`src/lad_consts.svh`:
```
`ifndef LAD_CONSTS_SVH
`define LAD_CONSTS_SVH
// register addresses
`define LAD_ADDR_STATE 8'hB9
`define LAD_ADDR_IRQEN 8'hBA
`define LAD_ADDR_FLAGS 8'hBB
`define LAD_ADDR_FLDTH 8'hBC
`define LAD_ADDR_FLCTH 8'hBD
`define LAD_ADDR_RMDTH 8'hBE
`define LAD_ADDR_RMCTH 8'hBF
`define LAD_ADDR_BLDTH 8'hC0
`define LAD_ADDR_BLCTH 8'hC1
`define LAD_ADDR_MODE 8'hC6
// bit positions inside state, enable and flag registers
`define LAD_BIT_FL 0
`define LAD_BIT_RM 1
`define LAD_BIT_BL 2
// threshold reset values
`define LAD_RST_FLDTH 8'h3F
`define LAD_RST_FLCTH 8'h7F
`define LAD_RST_RMDTH 8'h0A
`define LAD_RST_RMCTH 8'h0A
`define LAD_RST_BLDTH 8'h3F
`define LAD_RST_BLCTH 8'h3F
// count limits per window
`define LAD_BLUE_DECL_LT 16'h003D
`define LAD_SF_DECL_LT 16'h004D
`define LAD_DM_DECL_LT 16'h0004
`define LAD_J1SF_DECL_LT 16'h0004
`define LAD_ESF_DECL_GT 16'h0007
`define LAD_J1ESF_DECL_LT 16'h0003
`define LAD_ESF_PATTERN 16'hFF00
// timing
`define LAD_FRAME_NS 125000
`define LAD_WINDOW_NS 40000000
`define LAD_RED_CLR_WINDOWS 10'h003
`endif

```
`src/lad_pkg.sv`:
```
`default_nettype none
package lad_pkg;
  // framing formats of the received line; T1 SF also covers SLC-96
  typedef enum logic [2:0] {
    LAD_T1SF = 3'h0,
    LAD_T1ESF = 3'h1,
    LAD_T1DM = 3'h2,
    LAD_J1SF = 3'h3,
    LAD_J1ESF = 3'h4
  } lad_mode_type;
endpackage
`default_nettype wire

```
`src/lad_alarm_detector.sv`:
```
// Behaviour
// - blue set: under 61 zeros, N windows
// - blue clear: over 60 zeros, M windows
// - SF yellow set: under 77 ones, N windows
// - SF yellow clear: over 76 ones, M windows
// - ESF yellow set: over 7 FF00 patterns
// - ESF yellow clear: under 8 FF00 patterns
// - DM yellow set: under 4 Y ones
// - DM yellow clear: over 3 Y ones
// - J1 SF yellow set: under 4 zeros
// - J1 SF yellow clear: over 3 zeros
// - J1 ESF yellow set: under 3 zeros
// - J1 ESF yellow clear: over 2 zeros
// - yellow judged only while frame is synchronised
// - red set after N windows out of sync
// - red clear after M times 120 ms sync
// - change flag latches on any state change
// - flags cleared by writing one only
// - interrupt needs matching enable bit set
// - six separate 8-bit threshold registers
`timescale 1ns/1ps
`default_nettype none
`include "lad_consts.svh"

// persistence filter: declares or clears after a run of qualifying windows
module lad_persist #(
  parameter int CW = 10
) (
  input wire logic clk_sys,
  input wire logic rstn,
  input wire logic winEnd, // one-cycle pulse at end of a window
  input wire logic active, // low holds state and restarts the run
  input wire logic declCond,
  input wire logic clrCond,
  input wire logic [CW-1:0] declThr,
  input wire logic [CW-1:0] clrThr,
  output logic alarm_r,
  output logic toggle // state changes at this edge
);
  logic [CW-1:0] run_r; // consecutive qualifying windows
  logic hit; // current window qualifies toward the other state
  logic [CW-1:0] thr;
  logic [CW-1:0] runInc;
  if (CW < 8) begin : gBadWidth // run counter must hold an 8-bit threshold
    $error("run counter narrower than a threshold");
  end

  // pick the condition and threshold that apply to the present state
  always_comb begin
    hit = alarm_r ? clrCond : declCond;
    thr = alarm_r ? clrThr : declThr;
    runInc = run_r + {{(CW-1){1'b0}}, 1'b1};
    // a zero threshold acts as one window
    toggle = active && winEnd && hit && (runInc >= thr);
  end

  // run counter restarts whenever the condition lapses
  always_ff @(posedge clk_sys or negedge rstn) begin
    if (!rstn) begin
      run_r <= '0;
    end else if (!active || toggle) begin
      run_r <= '0;
    end else if (winEnd) begin
      run_r <= hit ? runInc : '0;
    end
  end

  // alarm state, cleared by reset
  always_ff @(posedge clk_sys or negedge rstn) begin
    if (!rstn) begin
      alarm_r <= 1'b0;
    end else if (toggle) begin
      alarm_r <= !alarm_r;
    end
  end
endmodule

// receive alarm detector with its register file
module lad_alarm_detector #(
  parameter int FRAME_NS = `LAD_FRAME_NS,
  parameter int WINDOW_NS = `LAD_WINDOW_NS,
  parameter int FRAMES_PER_WINDOW = WINDOW_NS / FRAME_NS // 320 frames of 125 us
) (
  input wire logic clk_sys,
  input wire logic rstn,
  input wire logic [7:0] regAddr, // register address
  input wire logic [7:0] regWrData,
  input wire logic regWrStb,
  input wire logic regRdStb,
  output logic [7:0] regRdData_r, // valid the cycle after the read strobe
  input wire logic frameStb, // one pulse per received frame
  input wire logic inFrameSync, // framer reports frame synchronisation
  input wire logic lineBitValid, // pulse with every received line bit
  input wire logic lineBit,
  input wire logic remBitValid, // pulse on the bit the format watches
  output logic blue_alarm_state,
  output logic remote_alarm_state,
  output logic frame_loss_alarm_state,
  output logic irqN_r // interrupt, active low
);
  localparam int WCW = 16;
  if (FRAMES_PER_WINDOW < 2 || FRAMES_PER_WINDOW > 65535) begin : gBadWindow // frame counter is 16 bits
    $error("frames per window out of range");
  end

  // configuration registers
  logic [2:0] irqEn_r; // per-alarm enables
  logic [2:0] flags_r; // change flags
  logic [7:0] flDth_r; // frame_loss_declare_threshold
  logic [7:0] flCth_r; // frame_loss_clear_threshold
  logic [7:0] rmDth_r; // remote_declare_threshold
  logic [7:0] rmCth_r; // remote_clear_threshold
  logic [7:0] blDth_r; // blue_declare_threshold
  logic [7:0] blCth_r; // blue_clear_threshold
  lad_pkg::lad_mode_type mode_r; // framing format

  // window timing
  logic [WCW-1:0] frmCnt_r;
  logic winEnd;
  logic [WCW-1:0] zeroCnt_r; // all line zeros in window
  logic [WCW-1:0] remCnt_r; // yellow-relevant count in window
  logic [15:0] dlShift_r; // sliding data_link_bits
  logic lostSync_r; // sync dropped somewhere in window
  logic gotSync_r; // sync seen somewhere in window
  logic remCountBit; // watched bit counts for this format
  logic [15:0] dlShiftNxt;
  logic remDecl;
  logic remClr;
  logic [9:0] flClrWin;
  logic [2:0] toggles;
  logic wrFlags;

  // window ends on the last frame of each fixed window
  assign winEnd = frameStb && (frmCnt_r == WCW'(FRAMES_PER_WINDOW - 1));

  // frame counter across a fixed window
  always_ff @(posedge clk_sys or negedge rstn) begin
    if (!rstn) begin
      frmCnt_r <= '0;
    end else if (winEnd) begin
      frmCnt_r <= '0;
    end else if (frameStb) begin
      frmCnt_r <= frmCnt_r + {{(WCW-1){1'b0}}, 1'b1};
    end
  end

  // zero count over every received bit, saturating
  always_ff @(posedge clk_sys or negedge rstn) begin
    if (!rstn) begin
      zeroCnt_r <= '0;
    end else if (winEnd) begin
      zeroCnt_r <= '0;
    end else if (lineBitValid && !lineBit && zeroCnt_r != '1) begin
      zeroCnt_r <= zeroCnt_r + {{(WCW-1){1'b0}}, 1'b1};
    end
  end

  // what the watched bit contributes depends on the format
  always_comb begin
    dlShiftNxt = {dlShift_r[14:0], lineBit};
    case (mode_r)
      lad_pkg::LAD_T1SF: remCountBit = lineBit;
      lad_pkg::LAD_T1DM: remCountBit = lineBit;
      lad_pkg::LAD_T1ESF: remCountBit = (dlShiftNxt == `LAD_ESF_PATTERN);
      lad_pkg::LAD_J1SF: remCountBit = !lineBit;
      lad_pkg::LAD_J1ESF: remCountBit = !lineBit;
      default: remCountBit = 1'b0;
    endcase
  end

  // sliding shift of data-link bits, msb first
  always_ff @(posedge clk_sys or negedge rstn) begin
    if (!rstn) begin
      dlShift_r <= '0;
    end else if (remBitValid) begin
      dlShift_r <= dlShiftNxt;
    end
  end

  // yellow count per window, saturating
  always_ff @(posedge clk_sys or negedge rstn) begin
    if (!rstn) begin
      remCnt_r <= '0;
    end else if (winEnd) begin
      remCnt_r <= '0;
    end else if (remBitValid && remCountBit && remCnt_r != '1) begin
      remCnt_r <= remCnt_r + {{(WCW-1){1'b0}}, 1'b1};
    end
  end

  // sync history of the present window
  always_ff @(posedge clk_sys or negedge rstn) begin
    if (!rstn) begin
      lostSync_r <= 1'b0;
      gotSync_r <= 1'b0;
    end else if (winEnd) begin
      // the sample at the window end belongs to the closing window, so history restarts empty
      lostSync_r <= 1'b0;
      gotSync_r <= 1'b0;
    end else begin
      lostSync_r <= lostSync_r || !inFrameSync;
      gotSync_r <= gotSync_r || inFrameSync;
    end
  end

  // yellow window verdicts per format
  always_comb begin
    case (mode_r)
      lad_pkg::LAD_T1SF: begin
        remDecl = remCnt_r < `LAD_SF_DECL_LT;
        remClr = !remDecl;
      end
      lad_pkg::LAD_T1ESF: begin
        remDecl = remCnt_r > `LAD_ESF_DECL_GT;
        remClr = !remDecl;
      end
      lad_pkg::LAD_T1DM: begin
        remDecl = remCnt_r < `LAD_DM_DECL_LT;
        remClr = !remDecl;
      end
      lad_pkg::LAD_J1SF: begin
        remDecl = remCnt_r < `LAD_J1SF_DECL_LT;
        remClr = !remDecl;
      end
      lad_pkg::LAD_J1ESF: begin
        remDecl = remCnt_r < `LAD_J1ESF_DECL_LT;
        remClr = !remDecl;
      end
      default: begin
        remDecl = 1'b0;
        remClr = 1'b0;
      end
    endcase
  end

  // red clear counts 120 ms as three windows
  assign flClrWin = 10'(flCth_r) * `LAD_RED_CLR_WINDOWS;

  // blue alarm filter
  lad_persist #(.CW(10)) uBlue (
    .clk_sys(clk_sys),
    .rstn(rstn),
    .winEnd(winEnd),
    .active(1'b1),
    .declCond(zeroCnt_r < `LAD_BLUE_DECL_LT),
    .clrCond(zeroCnt_r >= `LAD_BLUE_DECL_LT),
    .declThr({2'b00, blDth_r}),
    .clrThr({2'b00, blCth_r}),
    .alarm_r(blue_alarm_state),
    .toggle(toggles[`LAD_BIT_BL])
  );

  // yellow alarm filter, frozen while out of frame
  lad_persist #(.CW(10)) uRemote (
    .clk_sys(clk_sys),
    .rstn(rstn),
    .winEnd(winEnd),
    .active(inFrameSync && !lostSync_r),
    .declCond(remDecl),
    .clrCond(remClr),
    .declThr({2'b00, rmDth_r}),
    .clrThr({2'b00, rmCth_r}),
    .alarm_r(remote_alarm_state),
    .toggle(toggles[`LAD_BIT_RM])
  );

  // red alarm filter on whole windows in or out of sync
  lad_persist #(.CW(10)) uFrameLoss (
    .clk_sys(clk_sys),
    .rstn(rstn),
    .winEnd(winEnd),
    .active(1'b1),
    .declCond(!gotSync_r && !inFrameSync),
    .clrCond(!lostSync_r && inFrameSync),
    .declThr({2'b00, flDth_r}),
    .clrThr(flClrWin),
    .alarm_r(frame_loss_alarm_state),
    .toggle(toggles[`LAD_BIT_FL])
  );

  assign wrFlags = regWrStb && (regAddr == `LAD_ADDR_FLAGS);

  // change flags: set on any toggle, write one clears, set wins
  always_ff @(posedge clk_sys or negedge rstn) begin
    if (!rstn) begin
      flags_r <= '0;
    end else begin
      flags_r <= toggles | (flags_r & ~(wrFlags ? regWrData[2:0] : 3'h0));
    end
  end

  // writable configuration registers
  always_ff @(posedge clk_sys or negedge rstn) begin
    if (!rstn) begin
      irqEn_r <= '0;
      flDth_r <= `LAD_RST_FLDTH;
      flCth_r <= `LAD_RST_FLCTH;
      rmDth_r <= `LAD_RST_RMDTH;
      rmCth_r <= `LAD_RST_RMCTH;
      blDth_r <= `LAD_RST_BLDTH;
      blCth_r <= `LAD_RST_BLCTH;
      mode_r <= lad_pkg::LAD_T1SF;
    end else if (regWrStb) begin
      case (regAddr)
        `LAD_ADDR_IRQEN: irqEn_r <= regWrData[2:0];
        `LAD_ADDR_FLDTH: flDth_r <= regWrData;
        `LAD_ADDR_FLCTH: flCth_r <= regWrData;
        `LAD_ADDR_RMDTH: rmDth_r <= regWrData;
        `LAD_ADDR_RMCTH: rmCth_r <= regWrData;
        `LAD_ADDR_BLDTH: blDth_r <= regWrData;
        `LAD_ADDR_BLCTH: blCth_r <= regWrData;
        `LAD_ADDR_MODE: mode_r <= lad_pkg::lad_mode_type'(regWrData[2:0]);
        default: ;
      endcase
    end
  end

  // read data stands only in the cycle after the strobe
  always_ff @(posedge clk_sys or negedge rstn) begin
    if (!rstn) begin
      regRdData_r <= '0;
    end else if (regRdStb) begin
      case (regAddr)
        `LAD_ADDR_STATE: regRdData_r <= {5'h00, blue_alarm_state, remote_alarm_state, frame_loss_alarm_state};
        `LAD_ADDR_IRQEN: regRdData_r <= {5'h00, irqEn_r};
        `LAD_ADDR_FLAGS: regRdData_r <= {5'h00, flags_r};
        `LAD_ADDR_FLDTH: regRdData_r <= flDth_r;
        `LAD_ADDR_FLCTH: regRdData_r <= flCth_r;
        `LAD_ADDR_RMDTH: regRdData_r <= rmDth_r;
        `LAD_ADDR_RMCTH: regRdData_r <= rmCth_r;
        `LAD_ADDR_BLDTH: regRdData_r <= blDth_r;
        `LAD_ADDR_BLCTH: regRdData_r <= blCth_r;
        `LAD_ADDR_MODE: regRdData_r <= {5'h00, mode_r};
        default: regRdData_r <= 8'h00;
      endcase
    end else begin
      regRdData_r <= 8'h00;
    end
  end

  // interrupt from enabled flags, registered
  always_ff @(posedge clk_sys or negedge rstn) begin
    if (!rstn) begin
      irqN_r <= 1'b1;
    end else begin
      irqN_r <= !(|(flags_r & irqEn_r));
    end
  end
endmodule

`default_nettype wire

```
`config.mk`:
```
export PLATFORM = sky130hd
export DESIGN_NAME = lad_alarm_detector
export DESIGN_NICKNAME = d
export VERILOG_FILES = /design/src/lad_pkg.sv /design/src/lad_alarm_detector.sv
export VERILOG_INCLUDE_DIRS = /design/src /design/src/src
export SDC_FILE = /design/constraint.sdc
export NUM_CORES = 1
export LEC_CHECK = 0
export ABC_AREA = 1
export BUFFER_PORTS_ARGS = -buffer_cell sky130_fd_sc_hd__buf_2
export CAP_MARGIN = 20
export CORE_ASPECT_RATIO = 1.2
export CORE_MARGIN = 10
export CORE_UTILIZATION = 35
export CTS_CLUSTER_SIZE = 14
export DETAILED_ROUTE_END_ITERATION = 8
export GPL_ROUTABILITY_DRIVEN = 0
export RECOVER_POWER = 50
export SLEW_MARGIN = 20
export SYNTH_ARGS = -nofsm -noshare
export SYNTH_HDL_FRONTEND = slang
export SYNTH_SLANG_ARGS = --single-unit
```
`constraint.sdc`:
```
create_clock -name clk_sys -period 4.95 [get_ports clk_sys]
set_input_delay 1.485 -clock clk_sys [delete_from_list [all_inputs] [get_ports clk_sys]]
set_output_delay 1.485 -clock clk_sys [all_outputs]
set_load 0.01 [all_outputs]
```
# After elaboration in Yosys (flattened, before gate mapping)
# Index checks and enable logic that the tools add are counted.
[op_classes]
muxes = 29
n_addsub = 6
n_reduce_logical = 50
n_div = 0
n_eq_ne = 18
bitwise_logic = 4
order_cmp = 9
shifts = 0
mul = 1
[ops]
columns = ["operator", "n"]
rows = [
  ["two-way mux 10 bit", 10],
  ["two-way mux 16 bit", 6],
  ["equality test 8 bit, second input constant", 10],
  ["one-hot mux 8 bit (10 select lines)", 1],
  ["adder 16 x 1 -> 16 bit, second input constant", 3],
  ["inequality test 16 bit, second input constant", 2],
  ["adder 10 x 1 -> 10 bit, second input constant", 3],
  ["greater-or-equal comparator 10 bit", 3],
  ["two-way mux 8 bit", 3],
  ["equality test 16 bit, second input constant", 1],
  ["equality test 16 x 9 -> 1 bit, second input constant", 1],
  ["greater-or-equal comparator 16 x 6 -> 1 bit, second input constant", 1],
  ["> comparator 16 x 3 -> 1 bit, second input constant", 1],
  ["< comparator 16 x 2 -> 1 bit, second input constant", 1],
  ["< comparator 16 x 3 -> 1 bit, second input constant", 1],
  ["< comparator 16 x 6 -> 1 bit, second input constant", 1],
  ["< comparator 16 x 7 -> 1 bit, second input constant", 1],
  ["AND reduction 2 bit", 8],
  ["logical AND 1 bit", 15],
  ["logical NOT 1 bit", 13],
  ["nonzero test 2 bit", 6],
  ["multiplier 8 x 2 -> 10 bit, second input constant", 1],
  ["one-hot mux 1 bit (4 select lines)", 2],
  ["AND 3 bit", 2],
  ["other kinds (12)", 21],
]
[totals]
regBits = 164
ram_bits = 0
n_memories = 0
inputBits = 25
out_inout_bits = 12
romBits = 0
latch_bits = 0

# Longest topological paths before layout
[logic_depth]
word_depth = 8
ltp_mapped = 17
depth_no_buf = 17

# Modules after synthesis
# From an unflattened synthesis, not the netlist that was laid out.
[hier_totals]
cells_unflattened = 1476
area_unflattened_um2 = 10757.8
[by_module_without_submodules]
columns = ["mod", "area_per_inst_um2", "cells_per_inst", "n_inst"]
rows = [
  ["lad_alarm_detector", 7439.6, 969, 1],
  ["lad_persist", 1106.1, 169, 3],
]

# Worst setup path before layout
# OpenSTA, ideal clock, no wires.
[synth_path]
path_kind = "reg-to-reg"
startpoint = "register flCth_r[1]"
endpoint = "register uFrameLoss.run_r[0]"
setup_ps = 83
stages_incl_launch_ff = 17
path_slack_ps = 2110
t_arrival_ps = 2758
required_ps = 4867
period_less_slack_ps = 2840
n_path_buf = 0
path_cell_list = "dfstp_2 > ha_1 > inv_1 > fa_1 > o21ai_0 > nand2_1 > nand2_1 > a21oi_1 > xor2_1 > mux2i_1 > ha_1 > a21oi_1 > o21a_1 > nand4_1 > inv_1 > nand2_1 > o21ai_0"
[synth_between]
elab_chain_len = 5
elab_cells_between_ends = 6
cone_classes = "mul (1); order compare (1); mux (2); reduce/logical (2)"
[synth_rtl]
columns = ["item", "line_no", "source"]
rows = [
  ["from (decl)", "lad_alarm_detector.sv:110", "logic [7:0] flCth_r;"],
  ["from (signal assigned)", "lad_alarm_detector.sv:297", "flCth_r <= `LAD_RST_FLCTH;"],
  ["from (signal assigned)", "lad_alarm_detector.sv:307", "`LAD_ADDR_FLCTH: flCth_r <= regWrData;"],
  ["multiplier 8 x 2 -> 10 bit (no line) *", "-", ""],
  ["two-way mux 10 bit *", "lad_alarm_detector.sv:51", "thr = alarm_r ? clrThr : declThr;"],
  ["greater-or-equal comparator 10 bit *", "lad_alarm_detector.sv:54", "toggle = active && winEnd && hit && (runInc >= thr);"],
  ["logical AND 1 bit *", "lad_alarm_detector.sv:54", ""],
  ["two-way mux 10 bit or nonzero test 2 bit (tied branches)", "-", ""],
  ["to (signal assigned)", "lad_alarm_detector.sv:64", "run_r <= hit ? runInc : '0;"],
  ["to (decl)", "lad_alarm_detector.sv:40", "logic [CW-1:0] run_r;"],
]
# Every way passes the cells marked *; elsewhere a longest branch is shown, timed or not.
# A chain may end at the register's enable or synchronous reset.

# Final worst setup path
# Same ends and word-level chain as after synthesis.

==> run_results.csv <==
group,metric,value,unit
floorplan,dieArea,34900,µm²
worst_hold_path,hp-start,"irqEn_r[0]$_DFFE_PN0P_",
synthesis,synth_seq_cells,164,
synthesis,synth-adder-area-share,5.73,%
floorplan,coreArea,27300,µm²
detailed_routing,drtIter0Drc,524,
clock_network,ctsResizeCount,0,
detailed_routing,dr_total_vias,8197,
sta,tns,0,ps
power,pwr_density_cell,316,nW/µm²
synthesis,synth_top_area_share,34.5,%
floorplan,initial_core_util,35.7,%
detailed_routing,avgRoutedWirePerCell,14.7,µm
sta,worstMarginPinSlew,792,ps
detailed_routing,drtAntennaViolNets,0,
clock_network,cts_tree,"yes",
sta,setup_violations,0,
floorplan,io_pins,37,
sta,fmax,314,MHz
floorplan,die_width,172,µm
grt,grt_max_degree,101,
cells_and_area,mostFrequentLayoutCells,"nand2_1 (345), inv_1 (135), dfrtp_1 (134)",
sta,setup_slack,1770,ps
clock_network,postCtsSetupBuffers,0,
cells_and_area,syn2layout_area_growth,11.3,%
clock_network,clock_sinks,164,
synthesis,yosysWarnings,0,
clock_network,clkSlewWorstSetupHoldPaths,70,ps
setup_path,r2r_start,"flCth_r[1]$_DFFE_PN1P_",
detailed_routing,vias_per_cell,4.99,
power,finalPower,3.42,mW
sta,fin_skew,11.3,ps
grt,grt_overflow,0,
synthesis,synth-compound-area-share,10.2,%
sta,rsz0062_at_grt,"no",
cells_and_area,num_antenna_cells,0,
cells_and_area,drive_gt1_share,10.8,%
synthesis,synth-simple-area-share,28.8,%
cells_and_area,final_cell_area,10800,µm²
clock_network,clockBufferDepth,2,
synthesis,synth_cell_types,49,
run,maxCapViolations,0,
setup_path,crit_fanout,6,
clock_network,numCtsBuffers,17,
cells_and_area,fill_cells,2815,
sta,report.final.slew_viol_count,0,
grt,antenna_found_initial,0,
synthesis,synth_top_family_by_area,"simple AND/OR/NAND/NOR gates",
cells_and_area,final_common_cell,"nand2_1",
clock_network,root_buffer,"clkbuf_16",
sta,fin_crit,3180,ps
synthesis,synth_top_area_cell,"dfrtp_1",
grt,grt_pass1_vias,8019,
synthesis,synth_nets,1326,
setup_path,arrival,3550,ps
setup_path,crit_type,"flop to flop",
grt,grt_usage,14.3,%
synthesis,muxShareOfSynthArea,1.03,%
setup_path,cp-startpoint,"flCth_r[1]$_DFFE_PN1P_",
sta,finalCritPeriodShare,64.3,%
sta,slew_headroom,46.8,%
synthesis,yosysSeqAreaShare,42.6,%
detailed_routing,drc,0,
grt,grt_first_pass_wirelength,40100,µm
detailed_routing,drt_first_pass_iters,5,
synthesis,synth_cells,1257,
synthesis,synth_area_leaders,"dfrtp_1 (34%), nand2_1 (13%), dfstp_2 (8.1%)",
clock_network,htreeDepth,4,
power,leakage,5.17,nW
cells_and_area,fin_nets,1358,
floorplan,fp-row-count,66,
placement,hpwl,18000,µm
clock_network,cts_hold_buf,0,
synthesis,synthXorXnorAreaFrac,4.77,%
setup_path,worstPathRequired,5310,ps
sta,hold_violations,0,
placement,io_buffers,36,
setup_path,critPathLaunchType,"flop",
floorplan,die_y,203,µm
synthesis,synth_area,9730,µm²
clock_network,clk_latency,440,ps
setup_path,crit_path_end_kind,"flop",
synthesis,syn_avg_cell_area,7.74,µm²
detailed_routing,wirelength,24100,µm
placement,dp_worst_setup_slack,1590,ps
status,outcome,"completed",
placement,place_area,10200,µm²
cells_and_area,utilization,39.7,%
worst_hold_path,hp-class,"flop to flop",
power,ir_drop,0.191,mV
## path summary, 6_finish.rpt
path,endpoint,slack (ps),depth (start not counted)
worst max-delay path,uFrameLoss.run_r[0]$_DFFE_PN0P_,1770,16
worst min-delay path,irqN_r$_DFF_PN1_,460,1
worst max register to register,uFrameLoss.run_r[0]$_DFFE_PN0P_,1770,16
worst min register to register,irqN_r$_DFF_PN1_,460,1
max in group asynchronous,blDth_r[4]$_DFFE_PN1P_,2970,2
min in group asynchronous,uFrameLoss.run_r[9]$_DFFE_PN0P_,1020,1
## state kept, by name, summed over array words and instances (netlist names), 3 cells and up
register	cells
frmCnt_r	16
remCnt_r	16
zeroCnt_r	16
dlShift_r	15
uBlue.run_r	10
uFrameLoss.run_r	10
uRemote.run_r	10
blCth_r	8
blDth_r	8
flCth_r	8
flDth_r	8
regRdData_r	8
rmCth_r	8
rmDth_r	8
flags_r	3
irqEn_r	3
mode_r	3
## synth_stat cells (all sizes together)
master  number
nand2      353
inv        143
dfrtp      134
o21ai      130
nor2       116
nand3       79
xor2        47
ha          43
nand4       43
a21oi       38
dfstp       30
nor3        27
buf         15
clkbuf      10
mux2i       10
a211oi       6
xnor2        6
nand3b       5
o31ai        4
or2          3
a21o         2
and3         2
nor4         2
a21boi       1
a22o         1
clkinv       1
fa           1
nor3b        1
o211ai       1
o21a         1
o21bai       1
o311ai       1
## power by group
part           switching (mW)  internal [mW]  total, mW
Combinational           0.310          0.165      0.475
Sequential              0.117           1.46       1.58
Clock                   0.605          0.759       1.36
## worst max-delay path: stages (launching register included)
cell and delay (ps):
dfstp_2 570, ha_1 180, inv_1 60, fa_1 390
o21ai_0 230, nand2_1 100, nand2_1 70, a21oi_1 80
xor2_1 140, mux2i_1 140, ha_1 260, a21oi_1 140
o21a_1 130, nand4_1 130, inv_1 180, nand2_1 140
o21ai_0 170
## layout make-up
cell class              count  area [µm²]  area share (%)
repair buffers             38         211            1.95
flip-flops and latches    164        4140            38.3
well taps                 340         425            3.93
multi-input cells         924        4910            45.4
inverters                 144         541            4.99
clock inverters            14         164            1.51
clock buffers              18         429            3.96
## routing by layer
layer  vias up  track usage, %  share of wire, %
met3        28            2.41               2.9
li1       4173               -                 -
met4         0            4.78               1.7
met1      3858            17.8                46
met5         -               0                 0
met2       138            24.3                50
## cells by family after synthesis
| group | count (synthesis) |
|---|---|
| AND/OR/NAND/NOR | 631 |
| XOR/XNOR | 53 |
| adder cells (fa/ha/maj) | 44 |
| buffers and inverters | 169 |
| multiplexers | 10 |
| flip-flops | 164 |
| AO/OA/AOI/OAI | 186 |
## through the flow
stage                     cells  hold slack (ps)
after CTS                  1642              459
after global placement     1610              427
after detailed placement   1610              440
after global routing       1642              470
after floorplan            1257              397
final                      1642              463
No activity file was read; power rests on OpenSTA's default activity.
